### config.mk
export PLATFORM = sky130hd
export DESIGN_NAME = rcwd_decoder
export DESIGN_NICKNAME = d
export VERILOG_FILES = /design/src/core/rcwd_pkg.sv /design/src/core/rcwd_decoder.sv
export SDC_FILE = /design/constraint.sdc
export NUM_CORES = 1
export LEC_CHECK = 0
export BUFFER_PORTS_ARGS = -buffer_cell sky130_fd_sc_hd__clkbuf_2
export CAP_MARGIN = 10
export CORE_ASPECT_RATIO = 2
export CORE_MARGIN = 2
export CORE_UTILIZATION = 56
export CTS_BUF_LIST = sky130_fd_sc_hd__clkbuf_4 sky130_fd_sc_hd__clkbuf_8
export CTS_CLUSTER_SIZE = 14
export DETAILED_ROUTE_END_ITERATION = 8
export GPL_TIMING_DRIVEN = 0
export PLACE_DENSITY = 0.78
export SLEW_MARGIN = 0
export SYNTH_ARGS = -nofsm -noshare
export SYNTH_HDL_FRONTEND = slang
export SYNTH_SLANG_ARGS = --single-unit
### constraint.sdc
create_clock -name ref_clk -period 2.1 [get_ports ref_clk]
set_input_delay 0.42 -clock ref_clk [delete_from_list [all_inputs] [get_ports ref_clk]]
set_output_delay 0.42 -clock ref_clk [all_outputs]
set_load 0.05 [all_outputs]
### src/core/rcwd_pkg.sv
// How it works
// - data variant: first five digits are address
// - first word match stores nibble only
// - second word matching copies nibble out
// - flag rises with latch, drops on error/idle
// - open data digit decodes as one
// - address variant: nine digits, two words
// - every address digit equals local trinary setting
// - pulse narrow/wide threshold 1.72 encoder clocks
// - end of transmission after 33.5 encoder clocks
// - inter-word gap at 0.4 of that
// - digit pairs: short-short zero, long-long one, long-short open
package rcwd_pkg;

  // ------------------------------------------------------------
  // trinary digit coding and timing
  // ------------------------------------------------------------
  localparam logic [1:0] DIG_ZERO = 2'h0;
  localparam logic [1:0] DIG_ONE = 2'h1;
  localparam logic [1:0] DIG_OPEN = 2'h2;
  localparam int WORD_DIGITS = 9;
  localparam int ADDR_DIGITS_DATA = 5;
  // encoder clock period in ns and derived system clock counts
  localparam int CLK_PERIOD_NS = 100;
  localparam int ENC_PERIOD_NS = 10000;
  // thresholds scaled by 100 to keep 1.72 and 33.5 exact
  localparam int WIDE_X100 = 172;
  localparam int EOT_X100 = 3350;
  localparam int GAP_X10 = 4;
  localparam int WIDE_CYC = (WIDE_X100 * ENC_PERIOD_NS) / (100 * CLK_PERIOD_NS);
  localparam int EOT_CYC = (EOT_X100 * ENC_PERIOD_NS) / (100 * CLK_PERIOD_NS);
  localparam int GAP_CYC = (EOT_CYC * GAP_X10) / 10;

  typedef enum logic [2:0] {
    RCWD_FIRST = 3'h1,
    RCWD_SECOND = 3'h2,
    RCWD_HOLD = 3'h4
  } rcwd_phase_t;

  typedef struct packed {
    rcwd_phase_t phase;
    logic din_q;
    logic [15:0] hi_cnt;
    logic [15:0] lo_cnt;
    logic half;
    logic first_wide;
    logic [3:0] dig_idx;
    logic word_bad;
    logic [3:0] nib_work;
    logic [3:0] nib_store;
    logic [3:0] nib_out;
    logic flag;
    logic gap_seen;
  } rcwd_state_t;

endpackage : rcwd_pkg

### src/core/rcwd_decoder.sv
`timescale 1ns/1ps
`default_nettype none
module rcwd_decoder #(
  parameter bit DATA_VARIANT = 1'b1,
  parameter int WIDE_CYC = rcwd_pkg::WIDE_CYC,
  parameter int GAP_CYC = rcwd_pkg::GAP_CYC,
  parameter int EOT_CYC = rcwd_pkg::EOT_CYC
) (
  input wire logic ref_clk,
  input wire logic resetn,
  input wire logic serial_in,
  input wire logic [17:0] local_addr_digits,
  output logic word_pair_ok,
  output logic [3:0] nibble_outputs
);

  // ------------------------------------------------------------
  // state
  // ------------------------------------------------------------
  rcwd_pkg::rcwd_state_t s_q, s_d;
  logic [1:0] dig;
  logic wide;
  logic addr_ok;
  int n_addr;
  logic fall_edge;
  logic gap_hit;
  logic eot_hit;
  logic [1:0] nib_pos;

  assign n_addr = DATA_VARIANT ? rcwd_pkg::ADDR_DIGITS_DATA : rcwd_pkg::WORD_DIGITS;

  // ------------------------------------------------------------
  // line events
  // ------------------------------------------------------------
  // a pulse is only measured once the line drops back low
  assign fall_edge = s_q.din_q && !serial_in;

  // word end, at most once per low run
  assign gap_hit = !serial_in && (s_q.lo_cnt == 16'(GAP_CYC)) && !s_q.gap_seen;

  // end of transmission on long idle
  assign eot_hit = !serial_in && (s_q.lo_cnt == 16'(EOT_CYC));

  // data digits sit after the address, cut to a nibble index
  assign nib_pos = 2'(s_q.dig_idx - 4'(rcwd_pkg::ADDR_DIGITS_DATA));

  assign wide = (s_q.hi_cnt >= 16'(WIDE_CYC));

  always_comb begin
    if (s_q.first_wide && wide) begin
      dig = rcwd_pkg::DIG_ONE;
    end else if (s_q.first_wide) begin
      dig = rcwd_pkg::DIG_OPEN;
    end else if (!wide) begin
      dig = rcwd_pkg::DIG_ZERO;
    end else begin
      dig = 2'h3;
    end
  end

  assign addr_ok = (dig == local_addr_digits[2*s_q.dig_idx +: 2]);

  // ------------------------------------------------------------
  // next state
  // ------------------------------------------------------------
  // end of transmission is judged last so that it wins over a word end
  always_comb begin
    s_d = s_q;
    s_d.din_q = serial_in;
    // widths counted in clocks
    // counters saturate so a dead line never wraps into a false gap
    if (serial_in) begin
      s_d.lo_cnt = 16'h0000;
      if (s_q.hi_cnt != 16'hffff) s_d.hi_cnt = s_q.hi_cnt + 16'h0001;
    end else if (s_q.lo_cnt != 16'hffff) begin
      s_d.lo_cnt = s_q.lo_cnt + 16'h0001;
    end
    // pulse ends on falling edge
    if (fall_edge) begin
      s_d.hi_cnt = 16'h0000;
      s_d.gap_seen = 1'b0;
      if (!s_q.half) begin
        s_d.half = 1'b1;
        s_d.first_wide = wide;
      end else begin
        s_d.half = 1'b0;
        if (dig == 2'h3) s_d.word_bad = 1'b1;
        if (int'(s_q.dig_idx) < n_addr) begin
          if (!addr_ok) s_d.word_bad = 1'b1;
        end else if (int'(s_q.dig_idx) < rcwd_pkg::WORD_DIGITS) begin
          s_d.nib_work[nib_pos] = (dig != rcwd_pkg::DIG_ZERO);
        end
        if (s_q.dig_idx != 4'hf) s_d.dig_idx = s_q.dig_idx + 4'h1;
      end
    end
    // end of word on gap
    // judged at the gap so a late digit cannot slip into the next word
    if (gap_hit) begin
      s_d.gap_seen = 1'b1;
      s_d.dig_idx = 4'h0;
      s_d.half = 1'b0;
      s_d.word_bad = 1'b0;
      if (s_q.word_bad || s_q.half || s_q.dig_idx != 4'(rcwd_pkg::WORD_DIGITS)) begin
        s_d.flag = 1'b0;
        s_d.phase = rcwd_pkg::RCWD_FIRST;
      end else begin
        case (s_q.phase)
          rcwd_pkg::RCWD_FIRST: begin
            s_d.nib_store = s_q.nib_work;
            s_d.phase = rcwd_pkg::RCWD_SECOND;
          end
          rcwd_pkg::RCWD_SECOND, rcwd_pkg::RCWD_HOLD: begin
            if (!DATA_VARIANT || s_q.nib_work == s_q.nib_store) begin
              s_d.nib_out = DATA_VARIANT ? s_q.nib_work : 4'h0;
              s_d.flag = 1'b1;
              s_d.phase = rcwd_pkg::RCWD_HOLD;
            end else begin
              s_d.flag = 1'b0;
              s_d.nib_store = s_q.nib_work;
              s_d.phase = rcwd_pkg::RCWD_SECOND;
            end
          end
          default: begin
            s_d.phase = rcwd_pkg::RCWD_FIRST;
          end
        endcase
      end
    end
    if (eot_hit) begin
      s_d.flag = 1'b0;
      s_d.phase = rcwd_pkg::RCWD_FIRST;
    end
  end

  // ------------------------------------------------------------
  // registers
  // ------------------------------------------------------------
  // async clear: first-word phase, all counts and outputs zero
  always_ff @(posedge ref_clk or negedge resetn) begin
    if (!resetn) begin
      s_q <= '{phase: rcwd_pkg::RCWD_FIRST, default: '0};
    end else begin
      s_q <= s_d;
    end
  end

  // ------------------------------------------------------------
  // outputs, straight from the state register
  // ------------------------------------------------------------
  assign word_pair_ok = s_q.flag;
  assign nibble_outputs = s_q.nib_out;

  // ------------------------------------------------------------
  // checks on the decoder's own behaviour
  // ------------------------------------------------------------
  // flag drops after long idle
  eot_drop_a: assert property (@(posedge ref_clk) disable iff (!resetn)
    eot_hit |=> !word_pair_ok)
    else $error("flag held past idle");

  // output changes only with flag set
  nib_stable_a: assert property (@(posedge ref_clk) disable iff (!resetn)
    $changed(nibble_outputs) |-> word_pair_ok)
    else $error("nibble changed without flag");

  latch_with_flag_a: assert property (@(posedge ref_clk) disable iff (!resetn)
    $changed(nibble_outputs) |-> $rose(word_pair_ok))
    else $error("nibble changed without a flag rise");

  first_word_a: assert property (@(posedge ref_clk) disable iff (!resetn)
    (gap_hit && s_q.phase == rcwd_pkg::RCWD_FIRST) |=> !word_pair_ok && $stable(nibble_outputs))
    else $error("first word reached the outputs");

  bad_word_a: assert property (@(posedge ref_clk) disable iff (!resetn)
    (gap_hit && s_q.word_bad) |=> !word_pair_ok && s_q.phase == rcwd_pkg::RCWD_FIRST)
    else $error("bad word did not restart pairing");

  bad_digit_a: assert property (@(posedge ref_clk) disable iff (!resetn)
    (fall_edge && s_q.half && dig == 2'h3) |=> s_q.word_bad)
    else $error("malformed digit not marked");

  // flag rises only at word end
  gap_word_a: assert property (@(posedge ref_clk) disable iff (!resetn)
    $rose(word_pair_ok) |-> $past(gap_hit))
    else $error("flag rose away from a word end");

  hold_phase_a: assert property (@(posedge ref_clk) disable iff (!resetn)
    word_pair_ok |-> s_q.phase == rcwd_pkg::RCWD_HOLD)
    else $error("flag high outside the paired phase");

  addr_fail_a: assert property (@(posedge ref_clk) disable iff (!resetn)
    (fall_edge && s_q.half && int'(s_q.dig_idx) < n_addr && !addr_ok) |=> s_q.word_bad)
    else $error("address mismatch not marked");

  wide_class_a: assert property (@(posedge ref_clk) disable iff (!resetn)
    (fall_edge && !s_q.half) |=> s_q.first_wide == $past(wide))
    else $error("pulse width class lost");

  // open data digit stores a one
  open_one_a: assert property (@(posedge ref_clk) disable iff (!resetn)
    (fall_edge && s_q.half && int'(s_q.dig_idx) >= n_addr
      && int'(s_q.dig_idx) < rcwd_pkg::WORD_DIGITS && dig == rcwd_pkg::DIG_OPEN)
    |=> s_q.nib_work[$past(nib_pos)])
    else $error("open data digit not read as one");

endmodule : rcwd_decoder
`default_nettype wire

==> metrics, run 1 <==
NetSw 1.03 mW; fin. max-slew vios 0; Post-synth EDFFs 0; CP Capture Type register; Seq/Total Area, Yosys 42.7%; CP Launch Type register; layout cells sized above 1 23.8%; P per Cell Area 820 nW/um^2; R2R Path Start s_q[27]; Yosys cell types 50; cell internal pwr 2.18 mW; Setup TNS -1.18 ns; Worst-Skew Late Latency 0.34 ns; largest net degree at the start of global routing 58; nets 430; post-detailed-routing wire length 7440 um; Port Buffers 25; Vias per Instance 5.99; maximum VDD drop 0.000429 V; Max Cap Viol 0; Flop pwr share 42.9%; CTS H-tree depth 3; Setup Skew 0.00963 ns; TritonCTS clock tree built; first-pass GRT wire length 12300 um; power share of the clock group 30.5%; Mapped Cells 350; syn_nets 385; RSZ-0062 raised after global routing yes; Switching Share 32.1%; final setup violation count 10; via count 2760; largest area contributor in the synthesized netlist dfrtp_1; core area 5760 sq um; initial drt markers 125; crit share post-route 108%; Root Driver clkbuf_8; crit-path max FO 5; die height 113 um; Fmax achieved 0.441 GHz; leakage power 1.75 nW; Initial Utilization 58.1%; Wirelength per Cell 16.1 um; crit-path cells or4_4 > nor3_4 > nand4b_4 > or4b_4 > mux2_4; Overall Global Routing Usage 24.2%; HPWL after DPL 5180 um; Synth Warn # 0; cell area after synthesis 3340 sq um; Data arrival, critical path 2.49 ns; final setup margin -0.168 ns; Syn-to-layout area delta 17.4%; delay-heaviest family, CP simple AND/OR/NAND/NOR gates; post-synth top area share 41.9%; failing checks setup timing; outcome complete, but fails checks; grt total ovfl 0; hold_ws 0.171 ns; total iterations of the first detailed-routing run 4; worst setup path category register to register; clk sinks 57; RR Endpoint nibble_outputs[1]; most common cell after layout, fill and taps aside dfrtp_1; relative slew slack 47.8%; Clock Path Buffers 2; minimum clock period 2.27 ns; syn_area_per_cell 9.55 sq um; Die Area 6640 sq um; slowest CP cell or4b_4; GPL Wtd Cong 0.890; most frequent cells in the layout dfrtp_1 (50), nor2_1 (34), nand3_1 (27), clkbuf_2 (25), nand2_1 (22); WP buf/inv 0; register bit count reported by yosys 57; initial antenna violation count 0; clock transition at the registers of the reported paths 0.06 ns; largest cells by area after synthesis dfrtp_1 (42%), ha_1 (5.2%), nand3_1 (4.2%), nor2_1 (4.0%), xnor2_1 (3.4%); Required @ worst endpoint 2.32 ns; HP Class input pin to async pin; Die X 58.6 um; Register-to-Register Path Depth 5; Async SR Flop Fraction 100%; Boundary Pins 26; Antenna Nets Post-Route 0; Antenna diodes 0; combinational share of power 26.6%; Main synth FF type dfrtp_1; CTS Buf Count 9; CTS Hold Bufs 0; row count 39; reg2reg setup slack -0.17 ns; DR DRC count 0; vias in the first global route 2722; Least-Margin Pin Slew 0.783 ns; slowest stage delay, CP 0.59 ns; Final Hold Viols 0
logic make-up (layout without fill, tap and decap cells):
logic type / Yosys count / count (layout) / share of synthesized area [%]
DFF: 57 / 57 / 42.7
and+or+nand+nor: 151 / 151 / 24.5
buffers and inverters: 33 / 83 / 4.49
muxes: 20 / 20 / 7.49
adders and majority gates: 14 / 14 / 5.24
xor gates and xnor gates: 19 / 19 / 4.98
AOI/OAI and AO/OA: 56 / 56 / 10.6
metal layers:
metal	vias to the layer above	routed length (um)	global-route usage [%]
li1	1358	-	-
met1	1338	2880	26.1
met2	47	4190	43.1
met3	17	195	5.60
met4	0	173	11.1
met5	-	0	0
layout make-up:
cell class                      count  area [sq um]
Sequential cell                    57          1440
Multi-Input combinational cell    260          1850
Clock buffer                       16           195
Inverter                           14          52.6
Timing Repair Buffer               37           221
Fill cell                         449          1830
Buffer                             16          91.3
Tap cell                           61          76.3
how the worst max path moves through the flow:
stage	startpoint	to	slack [ns]	cells past startpoint
global placement	serial_in	nibble_outputs[1]	-0.57	8
global route	s_q[27]	nibble_outputs[0]	-0.21	5
finish	s_q[27]	nibble_outputs[1]	-0.17	5
detailed placement	serial_in	nibble_outputs[1]	-0.57	8
floorplan	serial_in	nibble_outputs[0]	-0.36	7
CTS	s_q[27]	nibble_outputs[2]	-0.19	6
through the flow:
| stage | util (%) | instance area (sq um) | std cells | setup slack [ns] | total power [mW] |
|---|---|---|---|---|---|
| 2_1_floorplan | - | 3350 | 350 | -0.356 | 2.00 |
| 3_3_place_gp | 61.7 | 3550 | 436 | -0.572 | 2.20 |
| 3_5_place_dp | 61.7 | 3550 | 436 | -0.568 | 2.23 |
| 4_1_cts | 67.1 | 3860 | 460 | -0.188 | 3.24 |
| 5_1_grt | 68.2 | 3930 | 461 | -0.208 | 3.42 |
| 6_report | 68.2 | 3930 | 461 | -0.168 | 3.22 |
power by group through the flow:
stage | clock network, mW | registers (mW) | logic [mW]
6_report | 0.983 | 1.38 | 0.855
5_1_grt | 1.06 | 1.40 | 0.961
4_1_cts | 1.01 | 1.36 | 0.867
3_5_place_dp | 0 | 1.38 | 0.847
3_3_place_gp | 0 | 1.37 | 0.823
2_1_floorplan | 0 | 1.33 | 0.669
timing repair:
| action | CTS | global route |
|---|---|---|
| gates resized for setup | 13 | 18 |
| pin swaps | 2 | 3 |
| setup endpoints to repair | 31 | 34 |
| buffers inserted | 9 | 3 |
worst reg2reg max path: cells and delay by family, from the launching register on:
kind,cells,cell delay [ns]
multiplexers,1,0.32
AND/OR/NAND/NOR,4,1.44
flip-flops,1,0.39
registers in the layout, indices dropped and copies added, names as in the netlist, named ones only:
register        count
s_q                48
word_pair_ok        1
nibble_outputs      4
cells in the mapped netlist (2+ instances only):
| cell | number |
|---|---|
| nand4_1 | 10 |
| a21oi_1 | 13 |
| dfrtp_1 | 56 |
| mux2_4 | 4 |
| nand2b_1 | 2 |
| or4b_1 | 3 |
| o211ai_1 | 3 |
| nor3b_1 | 2 |
| ha_1 | 14 |
| nor2_1 | 36 |
| inv_1 | 14 |
| mux2_2 | 4 |
| mux2i_1 | 10 |
| mux4_2 | 2 |
| or3_1 | 7 |
| buf_4 | 5 |
| clkbuf_1 | 13 |
| o31ai_1 | 7 |
| o21ai_0 | 8 |
| o22ai_1 | 2 |
| nor2b_1 | 4 |
| nor4bb_1 | 3 |
| o21ai_1 | 3 |
| xnor2_1 | 13 |
| nor3_1 | 12 |
| nor4_1 | 4 |
| o2111ai_1 | 2 |
| xor2_1 | 6 |
| nand2_1 | 23 |
| and3_1 | 6 |
| and4_1 | 3 |
| a31oi_1 | 9 |
| nand3_1 | 28 |
| a211oi_1 | 3 |
Power figures use the tool's default switching activity.
==> run 2, diff against run 1 <==
--- a/config.mk
+++ b/config.mk
@@ -9,12 +9,13 @@
 export CAP_MARGIN = 10
 export CORE_ASPECT_RATIO = 2
 export CORE_MARGIN = 2
-export CORE_UTILIZATION = 56
+export CORE_UTILIZATION = 50
 export CTS_BUF_LIST = sky130_fd_sc_hd__clkbuf_4 sky130_fd_sc_hd__clkbuf_8
 export CTS_CLUSTER_SIZE = 14
 export DETAILED_ROUTE_END_ITERATION = 8
 export GPL_TIMING_DRIVEN = 0
-export PLACE_DENSITY = 0.78
+export PLACE_DENSITY = 0.71
+export RECOVER_POWER = 50
 export SLEW_MARGIN = 0
 export SYNTH_ARGS = -nofsm -noshare
 export SYNTH_HDL_FRONTEND = slang
==> run 2 against run 1 <==
- the run still ends with setup timing left
- register-to-register slack about the same
- first-iteration DRC count is 41% higher
- utilization decreased by 8.0 points
- combinational power shrank 1%
- largest cell class unchanged
- largest power group unchanged
==> metrics, run 2 (synthesis results as in run 1) <==
clock transition at the registers of the reported paths 0.07 ns (about the same); Required @ worst endpoint 2.32 ns (about the same); CP Capture Type register; die height 120 um (+5.6%); Vias per Instance 5.75 (-3.9%); maximum VDD drop 0.000594 V (+39%); Antenna Nets Post-Route 0 (unchanged); slowest CP cell or4b_4; CTS H-tree depth 3 (unchanged); Worst Hold Depth 1; max reg flops 48 (unchanged); R2R Path Start s_q[30]; Final Hold Viols 0 (unchanged); WHS Endpoint s_q[53]; most common cell after layout, fill and taps aside dfrtp_1; Least-Margin Pin Slew 1.41 ns (+0.629 ns); Setup Skew 0.00631 ns (-0.00332 ns); GPL Wtd Cong 0.862 (-3.1%); slowest stage delay, CP 0.62 ns (+0.03 ns); HP Start serial_in; TritonCTS clock tree built; first-pass GRT wire length 12000 um (-2.2%); Worst-Skew Late Latency 0.34 ns (about the same); Clock Path Buffers 2 (unchanged); final setup violation count 10 (unchanged); Register-to-Register Path Depth 5 (unchanged); leakage power 1.76 nW (+0.30%); Max Cap Viol 0 (unchanged); Final Core Density 60.2% (-8.0 points); Fillers 556 (+24%); most frequent cells in the layout dfrtp_1 (51), nor2_1 (34), nand3_1 (27), clkbuf_2 (25), nand2_1 (22); worst setup path category register to register; Port Buffers 25 (unchanged); nets 432 (+0.47%); clk sinks 57 (unchanged); CTS Buf Count 9 (unchanged); vias in the first global route 2765 (+1.6%); minimum clock period 2.26 ns (-0.00435 ns); fin. max-slew vios 0 (unchanged); crit share post-route 108% (-0.21 points); grt total ovfl 0 (unchanged); Data arrival, critical path 2.49 ns (about the same); Die Area 7400 sq um (+11%); failing checks setup timing; via count 2818 (+2.1%); total iterations of the first detailed-routing run 4 (unchanged); HPWL after DPL 5220 um (+0.75%); Wirelength per Cell 15.4 um (-4.4%); DR DRC count 0 (unchanged); Fmax achieved 0.442 GHz (+0.19%); reg2reg setup slack -0.16 ns (about the same); final setup margin -0.163 ns (+0.00435 ns); RR Endpoint nibble_outputs[1]; layout cells sized above 1 23.1% (-0.62 points); core area 6570 sq um (+14%); P per Cell Area 810 nW/um^2 (-1.1%); initial drt markers 176 (+41%); initial antenna violation count 0 (unchanged); crit-path max FO 5 (unchanged); relative slew slack 5.87% (-42 points); Syn-to-layout area delta 18.3%; CTS Hold Bufs 0 (unchanged); Boundary Pins 26 (unchanged); outcome complete, but fails checks; post-detailed-routing wire length 7560 um (+1.6%); hold_ws 0.234 ns (+0.0630 ns); RSZ-0062 raised after global routing yes; row count 42 (+7.7%); Top reg by flops s_q; Root Driver clkbuf_8; Die X 61.8 um (+5.4%); Antenna diodes 0 (unchanged); HP Class input pin to register; largest net degree at the start of global routing 58 (unchanged); crit-path cells or4_4 > nor3_4 > nand4b_4 > or4b_4 > mux2_4; Overall Global Routing Usage 21.8% (-2.3 points); Initial Utilization 50.9% (-7.2 points); CP Launch Type register
run 2: cell types whose count changed in the layout (fill, tap and decap cells not counted), sizes merged:
| cell | previous run | this run |
|---|---|---|
| clkinv | 0 | 2 |
| clkbuf | 51 | 49 |
| nor2 | 37 | 38 |
| buf | 18 | 19 |
run 2: layout make-up:
| type | count | area, sq um | area share, % |
|---|---|---|---|
| multi-input combinational | 261 | 1850 | 46.7 |
| sequential | 57 | 1430 | 36.3 |
| timing repair buffer | 38 | 225 | 5.69 |
| clock buffer | 14 | 186 | 4.71 |
| tap | 88 | 110 | 2.78 |
| buffer | 16 | 91.3 | 2.31 |
| inverter | 14 | 52.6 | 1.33 |
| clock inverter | 2 | 10.0 | 0.253 |
run 2: routing by layer:
layer  part of all wire [%]  wire length (um)  GRT usage [%]  up-vias
met1                     38              2840           21.7     1382
li1                       -                 -              -     1367
met2                     57              4330           39.2       58
met5                      0                 0              0        -
met4                    2.3               172           11.6        0
met3                    2.7               206           4.63       11
run 2: how the worst max path moves through the flow:
| stage | start | end | slack, ns | depth (start not counted) |
|---|---|---|---|---|
| after floorplan | serial_in | nibble_outputs[0] | -0.36 | 7 |
| after global placement | serial_in | nibble_outputs[1] | -0.58 | 8 |
| after detailed placement | serial_in | nibble_outputs[0] | -0.59 | 8 |
| after CTS | s_q[30] | nibble_outputs[0] | -0.20 | 5 |
| after global routing | s_q[30] | nibble_outputs[1] | -0.20 | 5 |
| final | s_q[30] | nibble_outputs[1] | -0.16 | 5 |
run 2: timing repair:
action / CTS / global route
pin swaps: 5 / 3
endpoints found under the setup margin: 31 / 28
cloned: 1 / 0
resized for setup: 10 / 17
buffers inserted: 10 / 3
run 2: report_power, final:
part	switching, mW	internal [mW]	total (mW)	leakage [nW]
Clock	0.425	0.566	0.991	0.106
Combinational	0.468	0.378	0.846	0.903
Sequential	0.145	1.22	1.37	0.751
Total	1.04	2.17	3.21	1.76
run 2: worst max-delay path: cells and delay by family, from the launching register on:
| kind | cells | cell delay [ns] |
|---|---|---|
| simple gates | 4 | 1.40 |
| mux | 1 | 0.32 |
| flops | 1 | 0.42 |
run 2: per-stage QoR:
| step | cell area, sq um | power [mW] | setup WS, ns | cells | TNS (ns) |
|---|---|---|---|---|---|
| floorplan | 3350 | 2.00 | -0.356 | 350 | -1.68 |
| CTS | 3890 | 3.24 | -0.196 | 488 | -1.10 |
| detailed placement | 3590 | 2.22 | -0.592 | 463 | -6.75 |
| finish | 3960 | 3.21 | -0.163 | 490 | -1.05 |
| global route | 3960 | 3.40 | -0.197 | 490 | -1.49 |
| global placement | 3590 | 2.20 | -0.577 | 463 | -6.68 |
==> run 3, diff against run 2 <==
--- a/config.mk
+++ b/config.mk
@@ -14,7 +14,7 @@
 export CTS_CLUSTER_SIZE = 14
 export DETAILED_ROUTE_END_ITERATION = 8
 export GPL_TIMING_DRIVEN = 0
-export PLACE_DENSITY = 0.71
+export PLACE_DENSITY = 0.68
 export RECOVER_POWER = 50
 export SLEW_MARGIN = 0
 export SYNTH_ARGS = -nofsm -noshare
==> constraint.sdc (replaced) <==
create_clock -name ref_clk -period 2.8 [get_ports ref_clk]
set_input_delay 0.56 -clock ref_clk [delete_from_list [all_inputs] [get_ports ref_clk]]
set_output_delay 0.56 -clock ref_clk [all_outputs]
set_load 0.05 [all_outputs]
==> run 3 against run 2 <==
- the run now ends clean
- first-iteration DRC count fell by 12%
- critical path type is now input pin to register
- sequential share of layout area rose by 1.4 points
- final cell count fell by 2.2%
- flip-flop and latch count did not move
- worst setup slack improved by 0.47 ns
==> metrics, run 3 (synthesis results as in run 1) <==
P per Cell Area 655 nW/um^2 (-19%); crit share post-route 89.0%; max reg flops 48 (unchanged); CP Launch Type input pin; NetSw 786 uW (-24%); nets 421 (-2.5%); minimum clock period 2.49 ns; Port Buffers 25 (unchanged); power share of the clock group 33.1% (+2.2 points); WP buf/inv 3 (+3); HPWL after DPL 5420 um (+3.9%); Flop pwr share 40.9% (-1.8 points); RSZ-0062 raised after global routing no; initial antenna violation count 0 (unchanged); maximum VDD drop 0.000422 V (-29%); Wirelength per Cell 15.4 um (-0.11%); Worst-Skew Late Latency 0.34 ns (about the same); fin. max-slew vios 0 (unchanged); die height 120 um (unchanged); most common cell after layout, fill and taps aside dfrtp_1; Max Cap Viol 0 (unchanged); Antenna Nets Post-Route 0 (unchanged); cell internal pwr 1.70 mW (-22%); Die X 61.8 um (unchanged); Overall Global Routing Usage 22.5% (+0.66 points); Setup Skew 0.00605 ns (-0.000263 ns); CP Capture Type register; most frequent cells in the layout dfrtp_1 (56), nor2_1 (36), nand3_1 (28), clkbuf_2 (24), nand2_1 (23); Antenna diodes 0 (unchanged); relative slew slack 7.44% (+1.6 points); Required @ worst endpoint 3.03 ns (+0.71 ns); CTS Buf Count 9 (unchanged); outcome finished clean; Vias per Instance 5.70 (-0.93%); Placed Area 3580 sq um (-0.21%); Switching Share 31.7% (-0.71 points); CTS Hold Bufs 0 (unchanged); core area 6570 sq um (unchanged); Least-Margin Pin Slew 1.39 ns (-0.0235 ns); clock transition at the registers of the reported paths 0.07 ns (about the same); via count 2729 (-3.2%); Root Driver clkbuf_8; R2R Path Start s_q[30]; worst setup path category input pin to register; clk sinks 57 (unchanged); Pwr Total 2.48 mW (-23%); Top reg by flops s_q; initial drt markers 155 (-12%); Clock Path Buffers 2 (unchanged); largest net degree at the start of global routing 58 (unchanged); vias in the first global route 2707 (-2.1%); Initial Utilization 50.9% (unchanged); Final Hold Viols 0 (unchanged); final setup violation count 0 (-10); Data arrival, critical path 2.72 ns (+0.23 ns); first-pass GRT wire length 12400 um (+2.7%); design area 3790 sq um (-4.1%); DR DRC count 0 (unchanged); row count 42 (unchanged); layout cells sized above 1 15.6% (-7.5 points); CTS H-tree depth 3 (unchanged); total iterations of the first detailed-routing run 4 (unchanged); leakage power 1.69 nW (-3.8%); Boundary Pins 26 (unchanged); Setup Buffers After CTS 0 (-10); CTS-repair resized insts 0 (-10); slowest stage delay, CP 0.55 ns (-0.07 ns); Die Area 7400 sq um (unchanged); TritonCTS clock tree built; worst setup path start serial_in; crit-path cells clkbuf_1 > buf_6 > or4_4 > nor3_4 > nand4b_4 > or4b_1 > buf_4 > mux2_4; delay-heaviest family, CP simple AND/OR/NAND/NOR gates; grt total ovfl 0 (unchanged); combinational share of power 26.0% (-0.4 points); Final Core Density 57.7% (-2.5 points); post-detailed-routing wire length 7380 um (-2.4%); crit-path max FO 9 (+4); Syn-to-layout area delta 13.4%; HP Start serial_in; HP Class input pin to register; slowest CP cell or4_4; Fmax achieved 0.401 GHz; GPL Wtd Cong 0.877 (+1.7%)
run 3: cell type report:
type	instances	area, sq um
sequential	57	1430
buffer	19	97.6
clock inverter	2	35.0
tap	88	110
clock buffer	14	180
inverter	14	52.6
multi-input combinational	260	1770
fill	603	2780
timing repair buffer	25	124
run 3: stage by stage:
step / hold slack (ns) / worst slack [ns] / cells / TNS (ns)
floorplan: 0.264 / 0.201 / 350 / 0
global placement: 0.467 / -0.0228 / 463 / -0.0854
detailed placement: 0.477 / -0.0491 / 463 / -0.186
CTS: 0.337 / 0.307 / 479 / 0
global route: 0.354 / 0.129 / 479 / 0
finish: 0.355 / 0.307 / 479 / 0
run 3: per-layer routing:
metal | part of all wire (%) | up-vias | track usage [%]
met4 | 1.5 | 0 | 11.0
met1 | 38 | 1343 | 24.0
li1 | - | 1339 | -
met2 | 58 | 37 | 39.4
met5 | 0 | - | 0
met3 | 2.3 | 10 | 4.63
run 3: worst reg2reg max path: stages (launching register included):
cell and delay [ns]:
dfrtp_1 0.45, or4_4 0.53, nor3_4 0.17, nand4b_4 0.18, or4b_1 0.54, buf_4 0.18, mux2_4 0.30
run 3: power groups by stage:
stage          Combinational [mW]  Clock (mW)  Sequential (mW)
6_report                    0.645       0.822             1.02
5_1_grt                     0.734       0.881             1.03
4_1_cts                     0.654       0.835             1.02
3_5_place_dp                0.645           0             1.03
3_3_place_gp                0.631           0             1.03
2_1_floorplan               0.501           0            0.999
run 3: worst paths after layout:
kind                                      to  slack, ns  cells past startpoint
hold reg to reg                       s_q[0]       0.49                      2
min in group asynchronous            s_q[33]       0.54                      1
setup / recovery           nibble_outputs[2]       0.31                      8
max in group asynchronous            s_q[44]       1.43                      1
hold / removal                       s_q[53]       0.36                      1
setup reg to reg           nibble_outputs[2]       0.33                      6
